**config.mk**
```make
export PLATFORM = sky130hd
export DESIGN_NAME = bcf_fanout
export DESIGN_NICKNAME = d
export VERILOG_FILES = /design/src/bcf_pkg.sv /design/src/bcf_edge_meter.sv /design/src/bcf_fanout.sv
export SDC_FILE = /design/constraint.sdc
export NUM_CORES = 1
export LEC_CHECK = 0
export ABC_CLOCK_PERIOD_IN_PS = 5600
export BUFFER_PORTS_ARGS = -buffer_cell sky130_fd_sc_hd__buf_2
export CORE_ASPECT_RATIO = 1.2
export CORE_UTILIZATION = 30
export CTS_CLUSTER_SIZE = 28
export DETAILED_ROUTE_END_ITERATION = 10
export SLEW_MARGIN = 20
export SYNTH_ARGS = -nofsm -noshare
export SYNTH_HDL_FRONTEND = slang
export SYNTH_SLANG_ARGS = --single-unit
```
**constraint.sdc**
```tcl
create_clock -name clk_i -period 5.6 [get_ports clk_i]
set_clock_uncertainty 0.05 [all_clocks]
set_input_delay 1.12 -clock clk_i [delete_from_list [all_inputs] [get_ports clk_i]]
set_output_delay 1.12 -clock clk_i [all_outputs]
set_load 0.05 [all_outputs]
```
**src/bcf_pkg.sv**
```systemverilog
// Constants, carrier types and states for the banked clock fan-out with phase-lock loop
package bcf_pkg;

    // ------------------------------------------------------------
    // Sizes and counts
    // ------------------------------------------------------------
    localparam int BCF_CNT_W_DEF = 16;
    localparam int BCF_LOCK_PERIODS_DEF = 16;
    localparam int BCF_MIN_PERIOD = 4;
    localparam int BCF_MISS_LIMIT = 3;
    localparam int BCF_NUM_BANKS = 4;
    localparam int BCF_BANK_WIDTH = 4;

    // ------------------------------------------------------------
    // Register map (byte addresses)
    // ------------------------------------------------------------
    localparam logic [7:0] BCF_REG_CTRL = 8'h00;
    localparam logic [7:0] BCF_REG_STATUS = 8'h04;
    localparam logic [7:0] BCF_REG_PERIOD = 8'h08;
    localparam logic [7:0] BCF_REG_PHASE = 8'h0C;
    localparam int BCF_CTRL_RELOCK_BIT = 0;
    localparam int BCF_STAT_LOCKED_BIT = 0;
    localparam int BCF_STAT_BYPASS_BIT = 1;
    localparam int BCF_STAT_STATE_LSB = 2;
    localparam int BCF_STAT_EN_LSB = 4;
    localparam int BCF_STAT_REF_OK_BIT = 8;
    localparam logic [31:0] BCF_RDATA_RESET = 32'h0000_0000;

    // ------------------------------------------------------------
    // Types
    // ------------------------------------------------------------
    typedef enum logic [1:0] {
        BCF_LK_WAIT,
        BCF_LK_ACQUIRE,
        BCF_LK_LOCKED
    } bcf_lock_e;

    typedef struct packed {
        logic cyc;
        logic stb;
        logic we;
        logic [7:0] adr;
        logic [3:0] sel;
        logic [31:0] dat;
    } bcf_wb_req_s;

    typedef struct packed {
        logic ack;
        logic [31:0] dat;
    } bcf_wb_rsp_s;

endpackage : bcf_pkg

```
**src/bcf_edge_meter.sv**
```systemverilog
// Rising-edge detector and period meter for a sampled clock-like input
`timescale 1ns/1ps
`default_nettype none
module bcf_edge_meter #(
    parameter int CNT_W = 16
) (
    input wire logic clk_i,
    input wire logic rst_i,
    input wire logic sig_i,
    output logic rise_o,
    output logic [CNT_W-1:0] period_o,
    output logic stable_o
);
    import bcf_pkg::*;

    initial begin
        if (CNT_W < 4) begin
            $error("bcf_edge_meter: CNT_W must be at least 4");
        end
    end

    localparam logic [CNT_W-1:0] CNT_LIMIT = {1'b0, {(CNT_W-1){1'b1}}};
    localparam logic [CNT_W-1:0] MIN_P = CNT_W'(BCF_MIN_PERIOD);

    typedef struct packed {
        logic prev;
        logic [CNT_W-1:0] cnt;
        logic [CNT_W-1:0] period;
        logic stable;
    } bcf_meter_s;

    bcf_meter_s q, d;
    logic rise;
    logic [CNT_W-1:0] cnt_inc;

    always_comb begin
        d = q;
        rise = sig_i & ~q.prev;
        cnt_inc = q.cnt + CNT_W'(1);
        d.prev = sig_i;
        if (rise) begin
            d.cnt = '0;
            d.period = cnt_inc;
            // Two equal periods in a row within range count as a steady input
            d.stable = (cnt_inc == q.period) && (cnt_inc >= MIN_P) && (cnt_inc < CNT_LIMIT);
        end else if (q.cnt >= CNT_LIMIT) begin
            // Input stopped: no longer steady
            d.stable = 1'b0;
        end else begin
            d.cnt = cnt_inc;
        end
    end

    always_ff @(posedge clk_i) begin
        if (rst_i) begin
            q <= '0;
        end else begin
            q <= d;
        end
    end

    assign rise_o = rise;
    assign period_o = q.period;
    assign stable_o = q.stable;

endmodule : bcf_edge_meter
`default_nettype wire

```
**src/bcf_fanout.sv**
```systemverilog
// Banked clock fan-out with a digital phase-lock loop and a Wishbone register slave
`timescale 1ns/1ps
`default_nettype none
module bcf_fanout #(
    parameter int CNT_W = bcf_pkg::BCF_CNT_W_DEF,
    parameter int LOCK_PERIODS = bcf_pkg::BCF_LOCK_PERIODS_DEF
) (
    input wire logic clk_i,
    input wire logic rst_i,
    input wire logic ref_clk_i,
    input wire logic feedback_in_i,
    input wire logic bank_a_enable_i,
    input wire logic bank_b_enable_i,
    input wire logic bank_c_enable_i,
    input wire logic bank_d_enable_i,
    input wire logic loop_bypass_strap_n_i,
    input wire bcf_pkg::bcf_wb_req_s wb_req_i,
    output bcf_pkg::bcf_wb_rsp_s wb_rsp_o,
    output logic [3:0] bank_a_clk_out_o,
    output logic [3:0] bank_b_clk_out_o,
    output logic [3:0] bank_c_clk_out_o,
    output logic [3:0] bank_d_clk_out_o,
    output logic feedback_out_o,
    output logic pll_locked_o
);
    import bcf_pkg::*;

    initial begin
        if (CNT_W < 4 || CNT_W > 32) begin
            $error("bcf_fanout: CNT_W must lie in 4..32");
        end
        if (LOCK_PERIODS < 1 || LOCK_PERIODS >= (1 << (CNT_W - 1))) begin
            $error("bcf_fanout: LOCK_PERIODS out of range");
        end
    end

    localparam logic [CNT_W-1:0] ONE = CNT_W'(1);
    localparam logic [CNT_W-1:0] LOCK_N = CNT_W'(LOCK_PERIODS);
    localparam logic [1:0] MISS_N = 2'(BCF_MISS_LIMIT);

    // ------------------------------------------------------------
    // State
    // ------------------------------------------------------------
    typedef struct packed {
        bcf_lock_e st;
        logic [CNT_W-1:0] gen_cnt;
        logic [CNT_W-1:0] ph_cnt;
        logic [CNT_W-1:0] adj;
        logic adj_long;
        logic pend;
        logic applied;
        logic [CNT_W-1:0] lock_cnt;
        logic [CNT_W-1:0] last_delta;
        logic fb_seen;
        logic [1:0] miss;
        logic [BCF_NUM_BANKS-1:0] en;
        logic src;
        logic [BCF_NUM_BANKS*BCF_BANK_WIDTH-1:0] bank_out;
        logic fb_out;
        logic locked;
        logic ack;
        logic [31:0] rdat;
    } bcf_state_s;

    bcf_state_s q, d;

    logic ref_rise;
    logic [CNT_W-1:0] ref_period;
    logic ref_ok;
    logic fb_rise;

    // ------------------------------------------------------------
    // Edge meters for reference and returned feedback
    // ------------------------------------------------------------
    bcf_edge_meter #(
        .CNT_W(CNT_W)
    ) u_ref_meter (
        .clk_i(clk_i),
        .rst_i(rst_i),
        .sig_i(ref_clk_i),
        .rise_o(ref_rise),
        .period_o(ref_period),
        .stable_o(ref_ok)
    );

    bcf_edge_meter #(
        .CNT_W(CNT_W)
    ) u_fb_meter (
        .clk_i(clk_i),
        .rst_i(rst_i),
        .sig_i(feedback_in_i),
        .rise_o(fb_rise),
        .period_o(),
        .stable_o()
    );

    // Restart the settling interval: lose lock, drop any pending correction
    function automatic bcf_state_s restart(input bcf_state_s s);
        bcf_state_s r;
        r = s;
        r.st = BCF_LK_ACQUIRE;
        r.lock_cnt = '0;
        r.pend = 1'b0;
        r.applied = 1'b0;
        return r;
    endfunction : restart

    logic bypass;
    logic [BCF_NUM_BANKS-1:0] en_in;
    logic [CNT_W-1:0] half;
    logic [CNT_W-1:0] gen_end;
    logic wrap;
    logic [CNT_W-1:0] delta;
    logic wb_hit;

    always_comb begin
        d = q;
        bypass = ~loop_bypass_strap_n_i;
        en_in = {bank_d_enable_i, bank_c_enable_i, bank_b_enable_i, bank_a_enable_i};
        half = ref_period >> 1;
        wb_hit = wb_req_i.cyc & wb_req_i.stb & ~q.ack;

        // --------------------------------------------------------
        // Output clock generator
        // --------------------------------------------------------
        gen_end = ref_period - ONE;
        if (q.pend && !q.applied) begin
            gen_end = q.adj_long ? (ref_period - ONE + q.adj) : (ref_period - ONE - q.adj);
        end
        wrap = q.gen_cnt >= gen_end;
        if (q.st == BCF_LK_WAIT) begin
            d.gen_cnt = '0;
        end else if (wrap) begin
            d.gen_cnt = '0;
            if (q.pend) begin
                d.applied = 1'b1;
            end
        end else begin
            d.gen_cnt = q.gen_cnt + ONE;
        end

        if (bypass) begin
            d.src = ref_clk_i;
        end else begin
            d.src = (q.st != BCF_LK_WAIT) && (d.gen_cnt < half);
        end

        // --------------------------------------------------------
        // Phase detector: cycles from reference rise to feedback rise
        // --------------------------------------------------------
        d.ph_cnt = ref_rise ? '0 : ((q.ph_cnt == '1) ? q.ph_cnt : q.ph_cnt + ONE);
        // Saturated count must not wrap to zero and fake a coincident edge
        delta = ref_rise ? '0 : ((q.ph_cnt == '1) ? q.ph_cnt : q.ph_cnt + ONE);

        if (fb_rise) begin
            d.fb_seen = 1'b1;
        end

        // --------------------------------------------------------
        // Lock sequencing
        // --------------------------------------------------------
        if (bypass || !ref_ok) begin
            d.st = BCF_LK_WAIT;
            d.lock_cnt = '0;
            d.pend = 1'b0;
            d.applied = 1'b0;
            d.miss = '0;
        end else begin
            if (q.st == BCF_LK_WAIT) begin
                d = restart(d);
            end
            if (ref_rise) begin
                d.fb_seen = fb_rise;
                if (!q.fb_seen && !fb_rise) begin
                    d.miss = (q.miss == MISS_N) ? q.miss : q.miss + 2'd1;
                end else begin
                    d.miss = '0;
                end
                if (q.miss == MISS_N && q.st != BCF_LK_WAIT) begin
                    d = restart(d);
                end
            end
            if (fb_rise && q.st != BCF_LK_WAIT && (!q.pend || q.applied)) begin
                d.last_delta = delta;
                d.pend = 1'b0;
                d.applied = 1'b0;
                if (delta == '0) begin
                    // Edges coincide: count towards lock
                    if (q.lock_cnt + ONE >= LOCK_N) begin
                        d.st = BCF_LK_LOCKED;
                        d.lock_cnt = LOCK_N;
                    end else begin
                        d.lock_cnt = q.lock_cnt + ONE;
                    end
                end else begin
                    d = restart(d);
                    d.pend = 1'b1;
                    d.applied = 1'b0;
                    // Late feedback: shorten next period; early: lengthen it
                    if (delta <= half) begin
                        d.adj = delta;
                        d.adj_long = 1'b0;
                    end else if (delta < ref_period) begin
                        d.adj = ref_period - delta;
                        d.adj_long = 1'b1;
                    end else begin
                        // Feedback beyond a whole period: reference stalled, keep the period
                        d.adj = '0;
                        d.adj_long = 1'b1;
                    end
                end
            end
        end

        // --------------------------------------------------------
        // Register slave
        // --------------------------------------------------------
        d.ack = wb_hit;
        if (wb_hit) begin
            if (wb_req_i.we) begin
                d.rdat = q.rdat;
                if (wb_req_i.adr == BCF_REG_CTRL && wb_req_i.sel[0] && wb_req_i.dat[BCF_CTRL_RELOCK_BIT]) begin
                    if (d.st != BCF_LK_WAIT) begin
                        d = restart(d);
                    end
                end
            end else if (wb_req_i.adr == BCF_REG_CTRL) begin
                d.rdat = '0;
            end else if (wb_req_i.adr == BCF_REG_STATUS) begin
                d.rdat = '0;
                d.rdat[BCF_STAT_LOCKED_BIT] = q.locked;
                d.rdat[BCF_STAT_BYPASS_BIT] = bypass;
                d.rdat[BCF_STAT_STATE_LSB +: 2] = q.st;
                d.rdat[BCF_STAT_EN_LSB +: BCF_NUM_BANKS] = q.en;
                d.rdat[BCF_STAT_REF_OK_BIT] = ref_ok;
            end else if (wb_req_i.adr == BCF_REG_PERIOD) begin
                d.rdat = 32'(ref_period);
            end else if (wb_req_i.adr == BCF_REG_PHASE) begin
                d.rdat = 32'(q.last_delta);
            end else begin
                d.rdat = BCF_RDATA_RESET;
            end
        end

        d.locked = (d.st == BCF_LK_LOCKED) && !bypass;

        // --------------------------------------------------------
        // Bank gating and outputs
        // --------------------------------------------------------
        for (int b = 0; b < BCF_NUM_BANKS; b++) begin
            // Enable follows its pin only while the clock is low
            d.en[b] = d.src ? q.en[b] : en_in[b];
            // Enabled: copy of the clock; disabled: static low
            d.bank_out[b*BCF_BANK_WIDTH +: BCF_BANK_WIDTH] = {BCF_BANK_WIDTH{d.src & d.en[b]}};
        end
        d.fb_out = d.src;
    end

    always_ff @(posedge clk_i) begin
        if (rst_i) begin
            q <= '0;
        end else begin
            q <= d;
        end
    end

    assign bank_a_clk_out_o = q.bank_out[0 +: BCF_BANK_WIDTH];
    assign bank_b_clk_out_o = q.bank_out[BCF_BANK_WIDTH +: BCF_BANK_WIDTH];
    assign bank_c_clk_out_o = q.bank_out[2*BCF_BANK_WIDTH +: BCF_BANK_WIDTH];
    assign bank_d_clk_out_o = q.bank_out[3*BCF_BANK_WIDTH +: BCF_BANK_WIDTH];
    assign feedback_out_o = q.fb_out;
    assign pll_locked_o = q.locked;
    assign wb_rsp_o = '{ack: q.ack, dat: q.rdat};

endmodule : bcf_fanout
`default_nettype wire

```
==> results.ini, run 1 <==
[run_status]
outcome=finished, violations left
violations=setup timing

[global_route]
grtUsageTotal_pct=17.2
grt_pass1_wl_um=50400
overflow=0
grt_max_degree=46
grt_antenna_before_repair=0
grt_pass1_vias=9697

[placed_design]
place.gp.congestion=0.919
port_buffers=56
dp_hpwl_um=24900
dpl_worst_slack_ns=-0.554

[timing]
slew_violations=0
report.final.hold_viol_count=0
period_needed_ns=6.05
tightestPinTransition_ns=0.889
rsz0062_at_grt=true
setup_viol_count_final=9
setup_ws_ns=-0.446
max-slew-margin-rel_pct=40.6
clock.fmax_ghz=0.165
period_share_pct=108
whs_ns=0.406

[cells_and_area]
fill_cells=3605
area_delta_synth_final_pct=21.6
utilization_pct=37.4
drive_gt1_share_pct=21.0
diodes=0
nNetsFinal=1638

[logic_synthesis]
post-synth-top-area-cell=dfxtp_1
synth_seq_cells=150
syn_area_um2=10800
synth_enable_flop_cells=0
synth.distinct_cells=83
synthFlopType=dfxtp_1
syn_avg_cell_area_um2=7.85
async_reset_ff_share_pct=0
yosys.cell_count.top_type=nor2_1
netlist.area_leader.share_pct=27.8
synth_commonest_cells=nor2_1, dfxtp_1, nand2_1
synthCells=1377
ys_seq_area_share_pct=27.8
yosysWarnings=0
synth_area_leaders=dfxtp_1, ha_1, nor2_1, xnor2_1, a21oi_1

[power_and_ir_drop]
p_per_area_nw_per_um2=208
internal-power_mw=1.94
ir_drop_mv=0.186
comb_power_share_pct=15.5
leakage_nw=5.43
seqPwrFrac_pct=39.6
netSwitchingPower_mw=0.792
p_clk_share_pct=44.8
swShare_pct=29.0

[detailed_routing]
ant_nets=0
highest_layer=met4
drtPass1Iterations=5
dr_total_vias=10300
wl_met1_um=13700
wl_um=32400
drtIter0Drc=596
drcViolationCount=0
route.met3.wl_um=1390
wl_per_cell_um=16.5
wl_met2_um=16000
via_per_inst=5.24

[setup_path]
crit_top_cell=a21oi_2
path_class=flip-flop to flip-flop
cp-start-kind=flip-flop
r2r_start=q[96]
worstReg2RegEnd=q[52]
reg2regPathDepth=29
cp.arrival_ns=6.37
cp_max_fo=6
crit_family=simple AND/OR/NAND/NOR gates
crit_required_ns=5.92
max_stage_delay_ns=0.58
worstSetupEndpointType=flip-flop
crit_buf_inv=2
r2r_slack_ns=-0.45
crit_slowest_cell=or4_4

[floorplan]
die_h_um=210
die_area_um2=36800
coreArea_um2=35200
ios=107
core.rowCount=75
die_w_um=175
initial_core_util_pct=30.7

[clocking]
cts_hold_buf=0
clk_path_buf_depth=2
htree_levels=4
numClockSinks=150
cts-buffers-inserted=17
clk_root_buffer_cell=clkbuf_16
clk_pin_slew_ns=0.07
cts_tree=built
worstSkewPairLatency_ns=0.44

[min_path]
hp-start=q[66]
holdPathStages=2
hold_end=q[66]
min_path_type=flip-flop to flip-flop

[flow_run]
drv_cap=0

[cell type report]
cell class | count | area, um2 | area share, %
multi-input cells | 1082 | 7410 | 56.3
clock buffers | 18 | 439 | 3.34
inverters | 54 | 203 | 1.54
clock inverters | 14 | 176 | 1.34
well taps | 462 | 578 | 4.40
repair buffers | 190 | 1340 | 10.2
flip-flops and latches | 150 | 3010 | 22.9
[worst max-delay path by stage]
| stage | from | endpoint | slack [ns] | cells past startpoint |
|---|---|---|---|---|
| final | q[96] | q[52] | -0.45 | 29 |
| after global routing | q[96] | q[52] | -0.79 | 31 |
| after CTS | q[97] | q[52] | -0.38 | 31 |
| after detailed placement | q[99] | bank_a_clk_out_o[3] | -0.55 | 29 |
| after global placement | q[99] | feedback_out_o | -0.45 | 28 |
| after floorplan | q[97] | bank_a_clk_out_o[3] | -0.04 | 29 |
[registers in the layout (all words and copies together), names as in the netlist]
signal / flops
q: 92
u_ref_meter.q: 17
wb_rsp_o: 17
u_ref_meter.period_o: 16
bank_a_clk_out_o: 1
bank_b_clk_out_o: 1
bank_c_clk_out_o: 1
bank_d_clk_out_o: 1
feedback_out_o: 1
pll_locked_o: 1
u_fb_meter.q: 1
u_ref_meter.stable_o: 1
[cell usage in the layout (no fill, tap or decap), types with 52 or more instances in the layout]
master,n
nor2_1,168
nor3_1,52
nand2_1,98
a21oi_1,70
xnor2_1,59
buf_4,126
buf_2,56
inv_1,54
ha_1,81
o21ai_0,54
dfxtp_1,148
[per-stage QoR]
stage	area, um2	power [mW]	TNS (ns)	cells
3_3_place_gp	12100	1.50	-3.80	1928
4_1_cts	12800	2.72	-3.11	1963
3_5_place_dp	12100	1.51	-4.54	1928
6_report	13100	2.73	-3.63	1970
2_1_floorplan	10900	1.39	-0.120	1392
5_1_grt	13100	2.82	-6.81	1970
[per-layer routing]
metal / global-route usage (%) / vias to the layer above
met3: 2.44 / 83
met1: 20.6 / 4883
met5: 0 / -
met2: 30.4 / 240
met4: 7.71 / 0
li1: - / 5117
[worst min-delay path: stages (launching register included)]
cell	delay (ns)
dfxtp_1	0.31
nand2_1	0.05
a21oi_1	0.05
[power groups by stage]
stage / Sequential, mW / Clock (mW) / Combinational, mW
2_1_floorplan: 1.11 / 0 / 0.282
5_1_grt: 1.08 / 1.28 / 0.464
6_report: 1.08 / 1.22 / 0.424
4_1_cts: 1.08 / 1.23 / 0.408
3_5_place_dp: 1.11 / 0 / 0.400
3_3_place_gp: 1.11 / 0 / 0.396
[timing repair]
item / CTS / global route
cloned: 0 / 1
gates resized for setup: 18 / 49
pin swaps: 20 / 52
buffers inserted: 3 / 6
setup endpoints to repair: 9 / 9
[cell families (layout without fill, tap and decap cells)]
group,after synthesis,in the layout,share of synthesized area [%]
AO/OA/AOI/OAI,316,316,19.3
XOR/XNOR,106,106,8.58
adder cells (fa/ha/maj),87,87,10.2
buffers and inverters,160,276,7.52
flip-flops,150,150,27.8
multiplexers,17,17,1.74
other,1,16,0.0347
AND/OR/NAND/NOR,540,540,24.9
(Power assumes the default switching activity.)
==> run 2, diff against run 1 <==
Settings changed: CORE_UTILIZATION 30 to 36, CTS_BUF_LIST set to sky130_fd_sc_hd__clkbuf_16.
==> run 2 against run 1 <==
Against the previous run:
- the flow still finishes with violations (setup timing)
- via count fell by 0.81%
- register-to-register slack improved by 0.03 ns
- die area fell by 17%
- sequential power barely moved
- sequential cell count did not move
- sequential share of layout area rose by 0.44 points
- critical path depth rose by 1
- final cell count fell by 3.9%
- first-iteration DRC count fell by 15%
- critical path type unchanged
- critical endpoint is now q[55]
- largest cell class unchanged
==> results.ini, run 2 (synthesis results as in run 1) <==
[min_path]
min_path_type=flip-flop to flip-flop
hp-start=q[63]

[cells_and_area]
diodes=0
finalNonFillerCells=1894
largest-register=q
nNetsFinal=1634
area_delta_synth_final_pct=19.2
layout_commonest_cell=nor2_1
layout_common_cells=nor2_1, dfxtp_1, buf_4
drive_gt1_share_pct=20.1
largest_reg_flops=92
utilization_pct=43.5

[setup_path]
crit_top_cell=ha_1
worstSetupEndpointType=flip-flop
path_class=flip-flop to flip-flop
crit_required_ns=5.91
cp_max_fo=10
crit_start=q[97]
max_stage_delay_ns=0.57
crit_slowest_cell=or4_4
r2r_start=q[97]
cp.arrival_ns=6.33
cp-start-kind=flip-flop

[placed_design]
port_buffers=56
dpl_worst_slack_ns=-0.569
dp_hpwl_um=24800
dp.cells=1854
place.gp.congestion=0.956

[detailed_routing]
drtPass1Iterations=5
dr_total_vias=10200
drcViolationCount=0
via_per_inst=5.41
drtIter0Drc=507
ant_nets=0
wl_per_cell_um=16.8
wl_um=31900

[timing]
rsz0062_at_grt=true
period_needed_ns=6.02
period_share_pct=107
report.final.hold_viol_count=0
slew_violations=0
setup_ws_ns=-0.419
tightestPinTransition_ns=0.885
setup_viol_count_final=9
max-slew-margin-rel_pct=40.9
clock.fmax_ghz=0.166

[global_route]
grt_pass1_wl_um=49700
grt_pass1_vias=9616
overflow=0
grt_antenna_before_repair=0
grt_max_degree=53
grtUsageTotal_pct=20.6

[clocking]
clk_root_buffer_cell=clkbuf_16
cts_tree=built
cts-buffers-inserted=17
cts_hold_buf=0
worstSkewPairLatency_ns=0.43
clk_path_buf_depth=2
clk_pin_slew_ns=0.07
htree_levels=4
numClockSinks=150

[floorplan]
ios=107
core.rowCount=69
initial_core_util_pct=36.5
die_h_um=192
coreArea_um2=29600
die_area_um2=30700
die_w_um=160

[run_status]
outcome=finished, violations left
violations=setup timing

[power_and_ir_drop]
p_per_area_nw_per_um2=204
leakage_nw=5.38
ir_drop_mv=0.203
power.total_mw=2.63

[flow_run]
drv_cap=0

==> run 2: layout make-up <==
type	count	area, um2
Inverter	54	203
Multi-Input combinational cell	1082	7340
Timing Repair Buffer	186	1280
Tap cell	390	488
Fill cell	2989	16700
Clock buffer	17	425
Sequential cell	150	3000
Clock inverter	15	154
==> run 2: final timing paths <==
path | endpoint | depth (start not counted) | slack [ns]
setup / recovery | q[55] | 30 | -0.42
hold / removal | q[63] | 2 | 0.41
setup reg to reg | q[55] | 30 | -0.42
hold reg to reg | q[63] | 2 | 0.41
==> run 2: critical path: cells and delay by family (launching register included) <==
kind / cells / cell delay (ns)
muxes: 1 / 0.10
xor gates and xnor gates: 2 / 0.29
and+or+nand+nor: 9 / 1.82
buffers and inverters: 3 / 0.47
AOI/OAI and AO/OA: 12 / 2.00
DFF: 1 / 0.32
adders and majority gates: 3 / 0.93
==> run 2: timing repair <==
| action | CTS | global route |
|---|---|---|
| buffers inserted | 6 | 2 |
| hold endpoints to repair | 0 | 0 |
| pin swaps | 21 | 15 |
| resized for setup | 18 | 34 |
| endpoints found under the setup margin | 9 | 9 |
==> run 2: routing by layer <==
metal	routed length, um	track usage (%)
met5	0	0
met4	1260	9.71
met3	1090	3.17
met2	16000	37.1
met1	13600	23.8
==> run 2: stage by stage <==
| stage | area, um2 | TNS, ns | hold WS (ns) |
|---|---|---|---|
| final | 12900 | -3.52 | 0.409 |
| after CTS | 12700 | -2.93 | 0.407 |
| after global routing | 12900 | -5.93 | 0.415 |
| after global placement | 12000 | -4.11 | 0.390 |
| after floorplan | 10900 | -0.120 | 0.383 |
| after detailed placement | 12000 | -4.52 | 0.396 |
==> run 2: report_power, final <==
| group | internal (mW) | switching (mW) |
|---|---|---|
| registers | 1.07 | 0.00783 |
| logic | 0.168 | 0.250 |
| clock network | 0.597 | 0.535 |
| total | 1.84 | 0.793 |
